$ cat src/inc/dss_defines.svh
`ifndef DSS_DEFINES_SVH
`define DSS_DEFINES_SVH

// ****************************************
// Register indices (byte address is four times)
// ****************************************
`define DSS_IDX_SCR2 12'h108
`define DSS_IDX_SCR3 12'h109
`define DSS_IDX_EFR 12'h10A
`define DSS_IDX_CTL 12'h100
`define DSS_IDX_CMP 12'h110
`define DSS_IDX_STAT 12'h10B
`define DSS_ADDR_W 14

// ****************************************
// Control register fields
// ****************************************
`define DSS_CTL_ARM 7
`define DSS_CTL_IMMEDIATE_TRIGGER 6
`define DSS_CTL_EXTERNAL_EVENT_ENABLE_LO 0
`define DSS_CTL_EXTERNAL_EVENT_ENABLE_HI 1
`define DSS_EXTERNAL_EVENT_ENABLE_EXT 2'h2

// ****************************************
// Next-state fields and event flag bits
// ****************************************
`define DSS_F0_LO 0
`define DSS_F1_LO 2
`define DSS_F3_LO 6
`define DSS_EF_EXT 4
`define DSS_EF_IMMEDIATE_TRIGGER 6
`define DSS_RESP_OKAY 2'h0
`define DSS_RESP_SLVERR 2'h2

`endif

$ cat src/inc/dss_pkg.sv
package dss_pkg;
  typedef enum logic [2:0] {
    DSS_ST0 = 3'b000,
    DSS_ST1 = 3'b001,
    DSS_ST2 = 3'b010,
    DSS_ST3 = 3'b011,
    DSS_STF = 3'b100
  } dss_state_t;
endpackage : dss_pkg

$ cat src/verilog/dss_sequencer.sv
`timescale 1ns/10ps
`include "dss_defines.svh"
// Functional notes
// - State2: channel 0 field picks next state
// - State2: channel 1 field picks next state
// - State2: channel 3 field, or external event
// - State2 codes: none, State1, State3, Final
// - Highest numbered simultaneous match wins
// - State3: channel 0 field picks next state
// - State3: channel 1 field picks next state
// - State3 codes: none, State1, State2, Final
// - Next-state registers writable only when disarmed
// - Match counts only with comparator enabled
// - Event flags read-only, set by events
// - Non-trigger flags set only while armed
// - Trigger flag set armed or arming write
// - Other flags cleared only by arming
// - Set flag never blocks other flags
// - Bit 6 records trigger event
// - Bit 4 records external event
// - Bits 3-0 record channel matches
// - Arming enters State1; completion returns State0
// - Immediate trigger with arm bit set forces Final; reads zero
// - State codes 000..100, others reserved
module dss_sequencer
  import dss_pkg::*;
#(
  parameter int CHANNELS = 4
) (
  input wire logic core_clk_in,
  input wire logic reset_n_in,
  input wire logic [3:0] match_in,
  input wire logic external_event_in,
  input wire logic session_done_in,
  input wire logic [1:0] state1_next_code_in,
  input wire logic [`DSS_ADDR_W-1:0] s_axi_awaddr_in,
  input wire logic s_axi_awvalid_in,
  output logic s_axi_awready_out,
  input wire logic [31:0] s_axi_wdata_in,
  input wire logic [3:0] s_axi_wstrb_in,
  input wire logic s_axi_wvalid_in,
  output logic s_axi_wready_out,
  output logic [1:0] s_axi_bresp_out,
  output logic s_axi_bvalid_out,
  input wire logic s_axi_bready_in,
  input wire logic [`DSS_ADDR_W-1:0] s_axi_araddr_in,
  input wire logic s_axi_arvalid_in,
  output logic s_axi_arready_out,
  output logic [31:0] s_axi_rdata_out,
  output logic [1:0] s_axi_rresp_out,
  output logic s_axi_rvalid_out,
  input wire logic s_axi_rready_in,
  output logic armed_out,
  output logic [2:0] sequencer_state_code_out
);

  if (CHANNELS != 4) begin : g_chk
    $error("dss_sequencer supports exactly four channels");
  end

  // ****************************************
  // Reset synchroniser
  // ****************************************
  logic rst_meta_n;
  logic rst_n;
  always_ff @(posedge core_clk_in or negedge reset_n_in) begin
    if (!reset_n_in) begin
      rst_meta_n <= 1'b0;
      rst_n <= 1'b0;
    end else begin
      rst_meta_n <= 1'b1;
      rst_n <= rst_meta_n;
    end
  end

  // ****************************************
  // Write channel capture
  // ****************************************
  logic aw_held;
  logic w_held;
  logic [`DSS_ADDR_W-1:0] aw_addr;
  logic [31:0] w_data;
  logic [3:0] w_strb;
  logic wr_go;
  assign wr_go = aw_held && w_held && !s_axi_bvalid_out;

  always_ff @(posedge core_clk_in or negedge rst_n) begin
    if (!rst_n) begin
      aw_held <= 1'b0;
      aw_addr <= '0;
    end else if (s_axi_awvalid_in && s_axi_awready_out) begin
      aw_held <= 1'b1;
      aw_addr <= s_axi_awaddr_in;
    end else if (wr_go) begin
      aw_held <= 1'b0;
    end
  end

  always_ff @(posedge core_clk_in or negedge rst_n) begin
    if (!rst_n) begin
      w_held <= 1'b0;
      w_data <= '0;
      w_strb <= '0;
    end else if (s_axi_wvalid_in && s_axi_wready_out) begin
      w_held <= 1'b1;
      w_data <= s_axi_wdata_in;
      w_strb <= s_axi_wstrb_in;
    end else if (wr_go) begin
      w_held <= 1'b0;
    end
  end

  // Both readies stay low while a response is pending
  always_ff @(posedge core_clk_in or negedge rst_n) begin
    if (!rst_n) begin
      s_axi_awready_out <= 1'b0;
    end else begin
      s_axi_awready_out <= !aw_held && !s_axi_bvalid_out
        && !(s_axi_awvalid_in && s_axi_awready_out);
    end
  end

  always_ff @(posedge core_clk_in or negedge rst_n) begin
    if (!rst_n) begin
      s_axi_wready_out <= 1'b0;
    end else begin
      s_axi_wready_out <= !w_held && !s_axi_bvalid_out
        && !(s_axi_wvalid_in && s_axi_wready_out);
    end
  end

  // ****************************************
  // Write decode
  // ****************************************
  logic [`DSS_ADDR_W-3:0] wr_idx;
  logic wr_lane0;
  logic wr_hit;
  assign wr_idx = aw_addr[`DSS_ADDR_W-1:2];
  assign wr_lane0 = wr_go && w_strb[0];
  assign wr_hit = (wr_idx == `DSS_IDX_SCR2) || (wr_idx == `DSS_IDX_SCR3)
    || (wr_idx == `DSS_IDX_EFR) || (wr_idx == `DSS_IDX_CTL)
    || (wr_idx == `DSS_IDX_CMP) || (wr_idx == `DSS_IDX_STAT);

  logic ctl_wr;
  logic arm_set;
  logic immediate_trigger_req;
  assign ctl_wr = wr_lane0 && (wr_idx == `DSS_IDX_CTL);
  assign arm_set = ctl_wr && w_data[`DSS_CTL_ARM] && !armed_out;
  assign immediate_trigger_req = ctl_wr && w_data[`DSS_CTL_IMMEDIATE_TRIGGER];

  always_ff @(posedge core_clk_in or negedge rst_n) begin
    if (!rst_n) begin
      s_axi_bvalid_out <= 1'b0;
      s_axi_bresp_out <= `DSS_RESP_OKAY;
    end else if (wr_go) begin
      s_axi_bvalid_out <= 1'b1;
      s_axi_bresp_out <= wr_hit ? `DSS_RESP_OKAY : `DSS_RESP_SLVERR;
    end else if (s_axi_bready_in) begin
      s_axi_bvalid_out <= 1'b0;
    end
  end

  // ****************************************
  // Configuration registers
  // ****************************************
  logic [7:0] state_two_next_state_ctrl;
  logic [7:0] state_three_next_state_ctrl;
  logic [1:0] external_event_enable;
  logic [3:0] comparator_enable;

  always_ff @(posedge core_clk_in or negedge rst_n) begin
    if (!rst_n) begin
      state_two_next_state_ctrl <= 8'h00;
      state_three_next_state_ctrl <= 8'h00;
      external_event_enable <= 2'h0;
      comparator_enable <= 4'h0;
    end else if (wr_lane0 && !armed_out) begin
      if (wr_idx == `DSS_IDX_SCR2) begin
        state_two_next_state_ctrl <= w_data[7:0] & 8'hCF;
      end
      if (wr_idx == `DSS_IDX_SCR3) begin
        state_three_next_state_ctrl <= w_data[7:0] & 8'hCF;
      end
      if (wr_idx == `DSS_IDX_CTL) begin
        external_event_enable <= w_data[`DSS_CTL_EXTERNAL_EVENT_ENABLE_HI:`DSS_CTL_EXTERNAL_EVENT_ENABLE_LO];
      end
      if (wr_idx == `DSS_IDX_CMP) begin
        comparator_enable <= w_data[3:0];
      end
    end
  end

  // ****************************************
  // Qualified events
  // ****************************************
  logic ext_mode;
  logic [3:0] chan_hit;
  assign ext_mode = (external_event_enable == `DSS_EXTERNAL_EVENT_ENABLE_EXT);
  genvar ch;
  for (ch = 0; ch < 4; ch++) begin : g_chan
    if (ch == 3) begin : g_c3
      assign chan_hit[ch] = ext_mode ? external_event_in
        : (match_in[ch] && comparator_enable[ch]);
    end else begin : g_cn
      assign chan_hit[ch] = match_in[ch] && comparator_enable[ch];
    end
  end

  // ****************************************
  // State sequencer
  // ****************************************
  dss_state_t seq_state;
  dss_state_t next_seq_state;
  logic [7:0] cur_ctrl;
  logic [1:0] chan_next_state_code;

  always_comb begin
    cur_ctrl = (seq_state == DSS_ST3) ? state_three_next_state_ctrl
      : state_two_next_state_ctrl;
    chan_next_state_code = 2'b00;
    if (chan_hit[3]) begin
      chan_next_state_code = cur_ctrl[`DSS_F3_LO +: 2];
    end else if (chan_hit[1]) begin
      chan_next_state_code = cur_ctrl[`DSS_F1_LO +: 2];
    end else if (chan_hit[0]) begin
      chan_next_state_code = cur_ctrl[`DSS_F0_LO +: 2];
    end
    next_seq_state = seq_state;
    case (chan_next_state_code)
      2'b01: next_seq_state = DSS_ST1;
      2'b10: next_seq_state = (seq_state == DSS_ST3) ? DSS_ST2 : DSS_ST3;
      2'b11: next_seq_state = DSS_STF;
      default: next_seq_state = seq_state;
    endcase
    // State1 exits are decided by the outer State1 logic
    if (seq_state == DSS_ST1) begin
      case (state1_next_code_in)
        2'b01: next_seq_state = DSS_ST2;
        2'b10: next_seq_state = DSS_ST3;
        2'b11: next_seq_state = DSS_STF;
        default: next_seq_state = DSS_ST1;
      endcase
    end
  end

  // Arm control; while armed, a hardware session end beats any register write
  always_ff @(posedge core_clk_in or negedge rst_n) begin
    if (!rst_n) begin
      armed_out <= 1'b0;
    end else if (armed_out && session_done_in) begin
      armed_out <= 1'b0;
    end else if (ctl_wr && !w_data[`DSS_CTL_ARM] && armed_out) begin
      armed_out <= 1'b0;
    end else if (arm_set) begin
      armed_out <= 1'b1;
    end
  end

  // Software disarm keeps the last state for inspection
  always_ff @(posedge core_clk_in or negedge rst_n) begin
    if (!rst_n) begin
      seq_state <= DSS_ST0;
    end else if (armed_out && session_done_in) begin
      seq_state <= DSS_ST0;
    end else if (ctl_wr && !w_data[`DSS_CTL_ARM] && armed_out) begin
      seq_state <= seq_state;
    end else if (arm_set) begin
      seq_state <= w_data[`DSS_CTL_IMMEDIATE_TRIGGER] ? DSS_STF : DSS_ST1;
    end else if (armed_out && immediate_trigger_req) begin
      seq_state <= DSS_STF;
    end else if (armed_out && (seq_state != DSS_ST0) && (seq_state != DSS_STF)) begin
      seq_state <= next_seq_state;
    end
  end

  always_ff @(posedge core_clk_in or negedge rst_n) begin
    if (!rst_n) begin
      sequencer_state_code_out <= 3'h0;
    end else begin
      sequencer_state_code_out <= seq_state;
    end
  end

  // ****************************************
  // Session event flags
  // ****************************************
  logic [7:0] session_event_flags;
  logic [3:0] match_qual;
  logic [3:0] match_event_flags;
  logic external_event_flag;
  logic trigger_flag;
  assign match_qual = match_in & comparator_enable;

  always_comb begin
    session_event_flags = 8'h00;
    session_event_flags[3:0] = match_event_flags;
    session_event_flags[`DSS_EF_EXT] = external_event_flag;
    session_event_flags[`DSS_EF_IMMEDIATE_TRIGGER] = trigger_flag;
  end

  // Each flag has its own register, so a set flag never masks another
  genvar fb;
  for (fb = 0; fb < CHANNELS; fb++) begin : g_match_flag
    logic flag;
    always_ff @(posedge core_clk_in or negedge rst_n) begin
      if (!rst_n) begin
        flag <= 1'b0;
      end else if (arm_set) begin
        flag <= 1'b0;
      end else if (armed_out && match_qual[fb]) begin
        flag <= 1'b1;
      end
    end
    assign match_event_flags[fb] = flag;
  end

  always_ff @(posedge core_clk_in or negedge rst_n) begin
    if (!rst_n) begin
      external_event_flag <= 1'b0;
    end else if (arm_set) begin
      external_event_flag <= 1'b0;
    end else if (armed_out && external_event_in) begin
      external_event_flag <= 1'b1;
    end
  end

  // Set wins over the clear of an arming write that also triggers
  always_ff @(posedge core_clk_in or negedge rst_n) begin
    if (!rst_n) begin
      trigger_flag <= 1'b0;
    end else if (immediate_trigger_req && (armed_out || arm_set)) begin
      trigger_flag <= 1'b1;
    end else if (arm_set) begin
      trigger_flag <= 1'b0;
    end
  end

  // ****************************************
  // Read channel
  // ****************************************
  logic [`DSS_ADDR_W-3:0] rd_idx;
  logic [31:0] next_rdata;
  logic next_rhit;
  assign rd_idx = s_axi_araddr_in[`DSS_ADDR_W-1:2];

  always_comb begin
    next_rdata = 32'h0000_0000;
    next_rhit = 1'b1;
    case (rd_idx)
      `DSS_IDX_SCR2: next_rdata[7:0] = state_two_next_state_ctrl;
      `DSS_IDX_SCR3: next_rdata[7:0] = state_three_next_state_ctrl;
      `DSS_IDX_EFR: next_rdata[7:0] = session_event_flags;
      `DSS_IDX_CTL: next_rdata[7:0] = {armed_out, 5'h00, external_event_enable};
      `DSS_IDX_CMP: next_rdata[3:0] = comparator_enable;
      `DSS_IDX_STAT: next_rdata[2:0] = seq_state;
      default: next_rhit = 1'b0;
    endcase
  end

  always_ff @(posedge core_clk_in or negedge rst_n) begin
    if (!rst_n) begin
      s_axi_arready_out <= 1'b0;
      s_axi_rvalid_out <= 1'b0;
      s_axi_rdata_out <= 32'h0000_0000;
      s_axi_rresp_out <= `DSS_RESP_OKAY;
    end else if (s_axi_arvalid_in && s_axi_arready_out) begin
      s_axi_arready_out <= 1'b0;
      s_axi_rvalid_out <= 1'b1;
      s_axi_rdata_out <= next_rdata;
      s_axi_rresp_out <= next_rhit ? `DSS_RESP_OKAY : `DSS_RESP_SLVERR;
    end else if (s_axi_rvalid_out) begin
      if (s_axi_rready_in) begin
        s_axi_rvalid_out <= 1'b0;
        s_axi_arready_out <= 1'b1;
      end
    end else begin
      s_axi_arready_out <= 1'b1;
    end
  end

endmodule : dss_sequencer

$ cat config.mk
export PLATFORM = sky130hd
export DESIGN_NAME = dss_sequencer
export DESIGN_NICKNAME = d
export VERILOG_FILES = /design/src/inc/dss_pkg.sv /design/src/verilog/dss_sequencer.sv
export VERILOG_INCLUDE_DIRS = /design/src /design/src/inc
export SDC_FILE = /design/constraint.sdc
export NUM_CORES = 1
export LEC_CHECK = 0
export ABC_AREA = 1
export BUFFER_PORTS_ARGS = -buffer_cell sky130_fd_sc_hd__buf_4
export CAP_MARGIN = 20
export CORE_UTILIZATION = 45
export DETAILED_ROUTE_END_ITERATION = 12
export PLACE_DENSITY = 0.79
export SLEW_MARGIN = 20
export SYNTH_ARGS = -nofsm -noshare
export SYNTH_HDL_FRONTEND = slang
export SYNTH_SLANG_ARGS = --single-unit
export TNS_END_PERCENT = 30
$ cat constraint.sdc
create_clock -name core_clk_in -period 3.6 [get_ports core_clk_in]
set_input_delay 0.72 -clock core_clk_in [delete_from_list [all_inputs] [get_ports core_clk_in]]
set_output_delay 0.72 -clock core_clk_in [all_outputs]
set_load 0.005 [all_outputs]
# After elaboration in Yosys (flattened, before gate mapping)
# Cells that the tools add are included.
totals:
  regBits: 75
  in_bits: 79
  out_inout_bits: 45
  elab_cells: 162
classes:
  n_eq_ne: 24
  mux: 47
  n_bitwise: 1
  n_reduce_logical: 62
ops:
  columns: ["cell", "n"]
  rows:
  - ["$eq A12 B9 Y1 const B", 12]
  - ["$logic_and A1 B1 Y1", 30]
  - ["$mux W1", 29]
  - ["$mux W3", 7]
  - ["$pmux W3 S3", 2]
  - ["$pmux W3 S6", 1]
  - ["$reduce_bool A2 Y1", 9]
  - ["$pmux W4 S4", 1]
  - ["$eq A2 B2 Y1 const B", 5]
  - ["$mux W2", 5]
  - ["$mux W8", 1]
  - ["$reduce_and A2 Y1", 4]
  - ["$logic_not A1 Y1", 7]
  - ["$reduce_bool A7 Y1", 1]
  - ["$logic_or A1 B1 Y1", 6]
  - ["$reduce_bool A3 Y1", 2]
  - ["$reduce_or A6 Y1", 1]
  - ["$and A4 B4 Y4", 1]
  - ["$eq A2 B1 Y1 const B", 2]
  - ["$pmux W1 S4", 1]
  - ["$reduce_bool A4 Y1", 1]
  - ["$eq A3 B1 Y1 const B", 1]
  - ["$eq A3 B2 Y1 const B", 1]
  - ["$ne A3 B1 Y1 const B", 1]
  - ["other kinds (3)", 3]

# Logic depth before layout (Yosys ltp)
logic_depth:
  depth_word: 13
  depth_mapped: 14
  depth_no_buf: 14

# Worst setup path before layout
# No wires, ideal clock.
synth_path:
  kind: "in2reg"
  from: "input port match_in[3]"
  to: "register seq_state[0]"
  setup_ps: 116
  arrival_time_ps: 1627
  required_ps: 3484
  path_slack_ps: 1857
  stages: 11
  path_buffers: 0
  path_cell_list: "nand2_1 -> inv_1 -> nand2_1 -> o21ai_1 -> inv_1 -> nand3_2 -> nand2_4 -> o21ai_0 -> o21ai_2 -> nand2_1 -> nand2_1"
synth_between:
  elab_chain_len: 11
  word_cells_on_any_way: 15
  cone_classes: "3 x eq/ne; 9 x mux; 3 x reduce/logical"
synth_lines:
  columns: ["item", "line", "source"]
  rows:
  - ["from (decl)", "dss_sequencer.sv:32", "input wire logic [3:0] match_in,"]
  - ["$logic_and A1 B1 Y1 (*)", "dss_sequencer.sv:203", ": (match_in[ch] && comparator_enable[ch]);"]
  - ["$mux W1 (*)", "dss_sequencer.sv:202", "assign chan_hit[ch] = ext_mode ? external_event_in"]
  - ["$mux W2 (*)", "dss_sequencer.sv:221", "if (chan_hit[3]) begin"]
  - ["$eq A2 B2 Y1 / $eq A2 B1 Y1 (equally long branches)", "dss_sequencer.sv:229", "case (chan_next_state_code)"]
  - ["$pmux W3 S3", "dss_sequencer.sv:229", null]
  - ["$mux W3", "dss_sequencer.sv:236", "if (seq_state == DSS_ST1) begin"]
  - ["$mux W3", "dss_sequencer.sv:271", "end else if (armed_out && (seq_state != DSS_ST0) && (seq_state != DSS_STF)) begin"]
  - ["$mux W3", "dss_sequencer.sv:269", "end else if (armed_out && immediate_trigger_req) begin"]
  - ["$mux W3", "dss_sequencer.sv:267", "end else if (arm_set) begin"]
  - ["$mux W3", "dss_sequencer.sv:265", "end else if (ctl_wr && !w_data[`DSS_CTL_ARM] && armed_out) begin"]
  - ["$mux W3", "dss_sequencer.sv:263", "end else if (armed_out && session_done_in) begin"]
  - ["to (signal assigned)", "dss_sequencer.sv:266", "seq_state <= seq_state;"]
  - ["to (signal assigned)", "dss_sequencer.sv:268", "seq_state <= w_data[`DSS_CTL_IMMEDIATE_TRIGGER] ? DSS_STF : DSS_ST1;"]
  - ["to (signal assigned)", "dss_sequencer.sv:272", "seq_state <= next_seq_state;"]
  - ["to (decl)", "dss_sequencer.sv:212", "dss_state_t seq_state;"]
# Every way passes the cells marked *; elsewhere a longest branch is shown, timed or not. The select of a mux whose other input is x is not followed.
# A chain may end at the register's enable or synchronous reset.

# Final worst setup path
layout_path:
  from: "register armed_out"
  to: "output port armed_out"
layout_lines:
  columns: ["item", "line", "source"]
  rows:
  - ["from (decl)", "dss_sequencer.sv:53", "output logic armed_out,"]
  - ["from (signal assigned)", "dss_sequencer.sv:249", "armed_out <= 1'b0;"]
  - ["from (signal assigned)", "dss_sequencer.sv:251", "armed_out <= 1'b0;"]
  - ["from (signal assigned)", "dss_sequencer.sv:253", "armed_out <= 1'b0;"]
# No word-level cell between the ends.

==> impl_metrics.toml <==
[floorplan]
rows = 32
die_area_mm2 = 0.008403
die_w_um = 91.67
io_pins = 124
core-area_mm2 = 0.007767
start_util_pct = 46.59
die_h_um = 91.67

[setup_path]
cp_data_arrival_time_ps = 1070
cpMaxStageDelayCell = "dfrtp_1"
required_ps = 2880
critPathLaunchType = "register"
crit_buf_inv = 1
crit_family = "flip-flops"
cp-end-kind = "output pin"
critPathMaxFanout = 9
critical_path.cell_chain = "buf_4"
timing_worst_setup_path_type = "reg -> out"
max_stage_delay_ps = 540

[sta]
maxSlewViolCount = 0
tightest_slew_ps = 908.4
period_needed_ps = 1788
relSlewSlack_pct = 39.44
skew_ps = 5.120
finalCritPeriodShare_pct = 49.66
fmax_ghz = 0.5593
setup_tns_ps = 0
hold_viol_final = 0
rsz0062_at_grt = "false"
setup_violations = 0

[global_routing]
gr-usage-met3_pct = 4.892
grt_pass1_vias = 2856
grt_antenna_before_repair = 0
grt-ovfl-total = 0
grtUsageMet1_pct = 25.24
grt_use_met2_pct = 31.33
grt_pass1_wl_um = 12840
busiest_layer = "met2"
grt_util_all_layers_pct = 19.70
grt_max_degree = 42

[layout]
n_antenna_cell = 0
syn_to_final_growth_pct = 19.88
layout.cells.non_filler = 614
fin_util_pct = 55.85
seq_area_mm2 = 0.001703
nets = 590
final_cell_mix = "82 x nand2_1, 67 x dfrtp_1, 64 x buf_4"
fillers = 727
mostFrequentLayoutCell = "nand2_1"
drive_gt1_share_pct = 24.80
multi_input_area_mm2 = 0.001545
final_area_mm2 = 0.004338

[cts]
numCtsBuffers = 9
cts_buffer_depth = 2
root_buffer = "clkbuf_8"
clk_latency_ps = 350
h-tree-depth = 3
cts.sinks = 68
cts.reportedPaths.clkPinSlew_ps = 70
cts-resized-gates = 0
cts_tree = "done"
hold_buffers = 0
postCtsSetupBuffers = 0

[detailed_routing]
num_vias = 2991
wire_per_inst_um = 12.72
drc_errors = 0
ant_nets = 0
wl_um = 7812
drtIter0Drc = 122
drt_pass1_iterations = 4
vias_per_cell = 4.871

[logic_synthesis]
ys_seq_elements = 68
yosysSeqAreaShare_pct = 47.03
syn_inst = 440
ys.warnings.count = 0
ys_types = 36
syn_area_per_cell_um2 = 8.224
synth_top_cell_by_area = "dfrtp_1"
synth_top_area_share_pct = 47.03
synth.area.top_cells = "dfrtp_1 47%, nand2_1 8.5%, inv_1 6.0%, buf_4 5.6%, nor2_1 4.5%"
synth_area_mm2 = 0.003618

[place]
postPlaceCellArea_mm2 = 0.004100
dp_cells = 599
io_buffers = 63
gp_congestion = 0.8596
place_hpwl_um = 5796

[run]
drv_cap = 0

[worst_hold_path]
hold_class = "in -> async"

[power_and_ir_drop]
p_per_area_mw_per_mm2 = 575.3
peakVddDrop_v = 0.0004027
fin_total_pwr_w = 0.002496
p_leak_nw = 2.236

[status]
status = "finished clean"
[Yosys cell counts (all sizes together)]
master,instances
a21oi,24
o21ai,37
o221ai,2
ha,3
nor2,55
mux2,4
o311ai,1
o22ai,5
nor3,4
nand4,4
dfrtp,68
a31oi,1
conb,2
or2,1
nor4,1
buf,27
o31ai,2
nand2,90
clkbuf,6
o211ai,5
nand3,31
inv,65
o2bb2ai,1
a211oi,1
[layer usage]
layer | share of wire (%) | vias to the layer above
li1 | - | 1495
met1 | 46 | 1374
met2 | 47 | 103
met3 | 5.3 | 19
met4 | 2.6 | 0
met5 | 0 | -
[stage by stage]
step | hold WS, ps | setup WS, ps
2_1_floorplan | 331.2 | 1566
3_3_place_gp | 336.3 | 1552
3_5_place_dp | 334.6 | 1509
5_1_grt | 126.8 | 1599
6_report | 138.0 | 1812
4_1_cts | 125.1 | 1803
[worst paths after layout]
path                                                from                    to  slack [ps]  depth (start not counted)
worst min register to register                rst_meta_n                 rst_n         350                          0
worst max register to register  external_event_enable[0]          seq_state[1]        1860                         11
min in group core_clk_in                      rst_meta_n                 rst_n         350                          0
max in group asynchronous                          rst_n  comparator_enable[1]        2320                          1
worst max-delay path                           armed_out             armed_out        1810                          1
worst min-delay path                          reset_n_in                 rst_n         140                          1
[area by class of cell]
type | instances | area share (%)
inverter | 65 | 5.624
multi-input combinational | 300 | 35.62
timing repair buffer | 64 | 11.08
clock inverter | 5 | 2.307
tap | 102 | 2.942
clock buffer | 10 | 3.173
sequential | 68 | 39.26
[sequential cells by signal (all words and copies together), names as in the netlist, 2 cells and up]
name                         cells
aw_addr                         12
s_axi_rdata_out                  7
state_three_next_state_ctrl      6
state_two_next_state_ctrl        6
w_data                           6
comparator_enable                4
g_match_flag.flag                4
seq_state                        3
sequencer_state_code_out         3
external_event_enable            2
[power by group]
group / switching, W / internal [W]
Sequential: 0.000142 / 0.000945
Clock: 0.000288 / 0.000473
Combinational: 0.000383 / 0.000264
[kinds of logic (layout without fill, tap and decap cells)]
group / Yosys count / in the layout / synth area share, %
AO/OA/AOI/OAI: 79 / 79 / 12.69
adder cells (fa/ha/maj): 3 / 3 / 1.037
buffers and inverters: 98 / 144 / 12.97
flip-flops: 68 / 68 / 47.03
multiplexers: 4 / 4 / 1.245
other: 2 / 28 / 0.2075
AND/OR/NAND/NOR: 186 / 186 / 24.83
No activity file was read; power rests on OpenSTA's default activity.
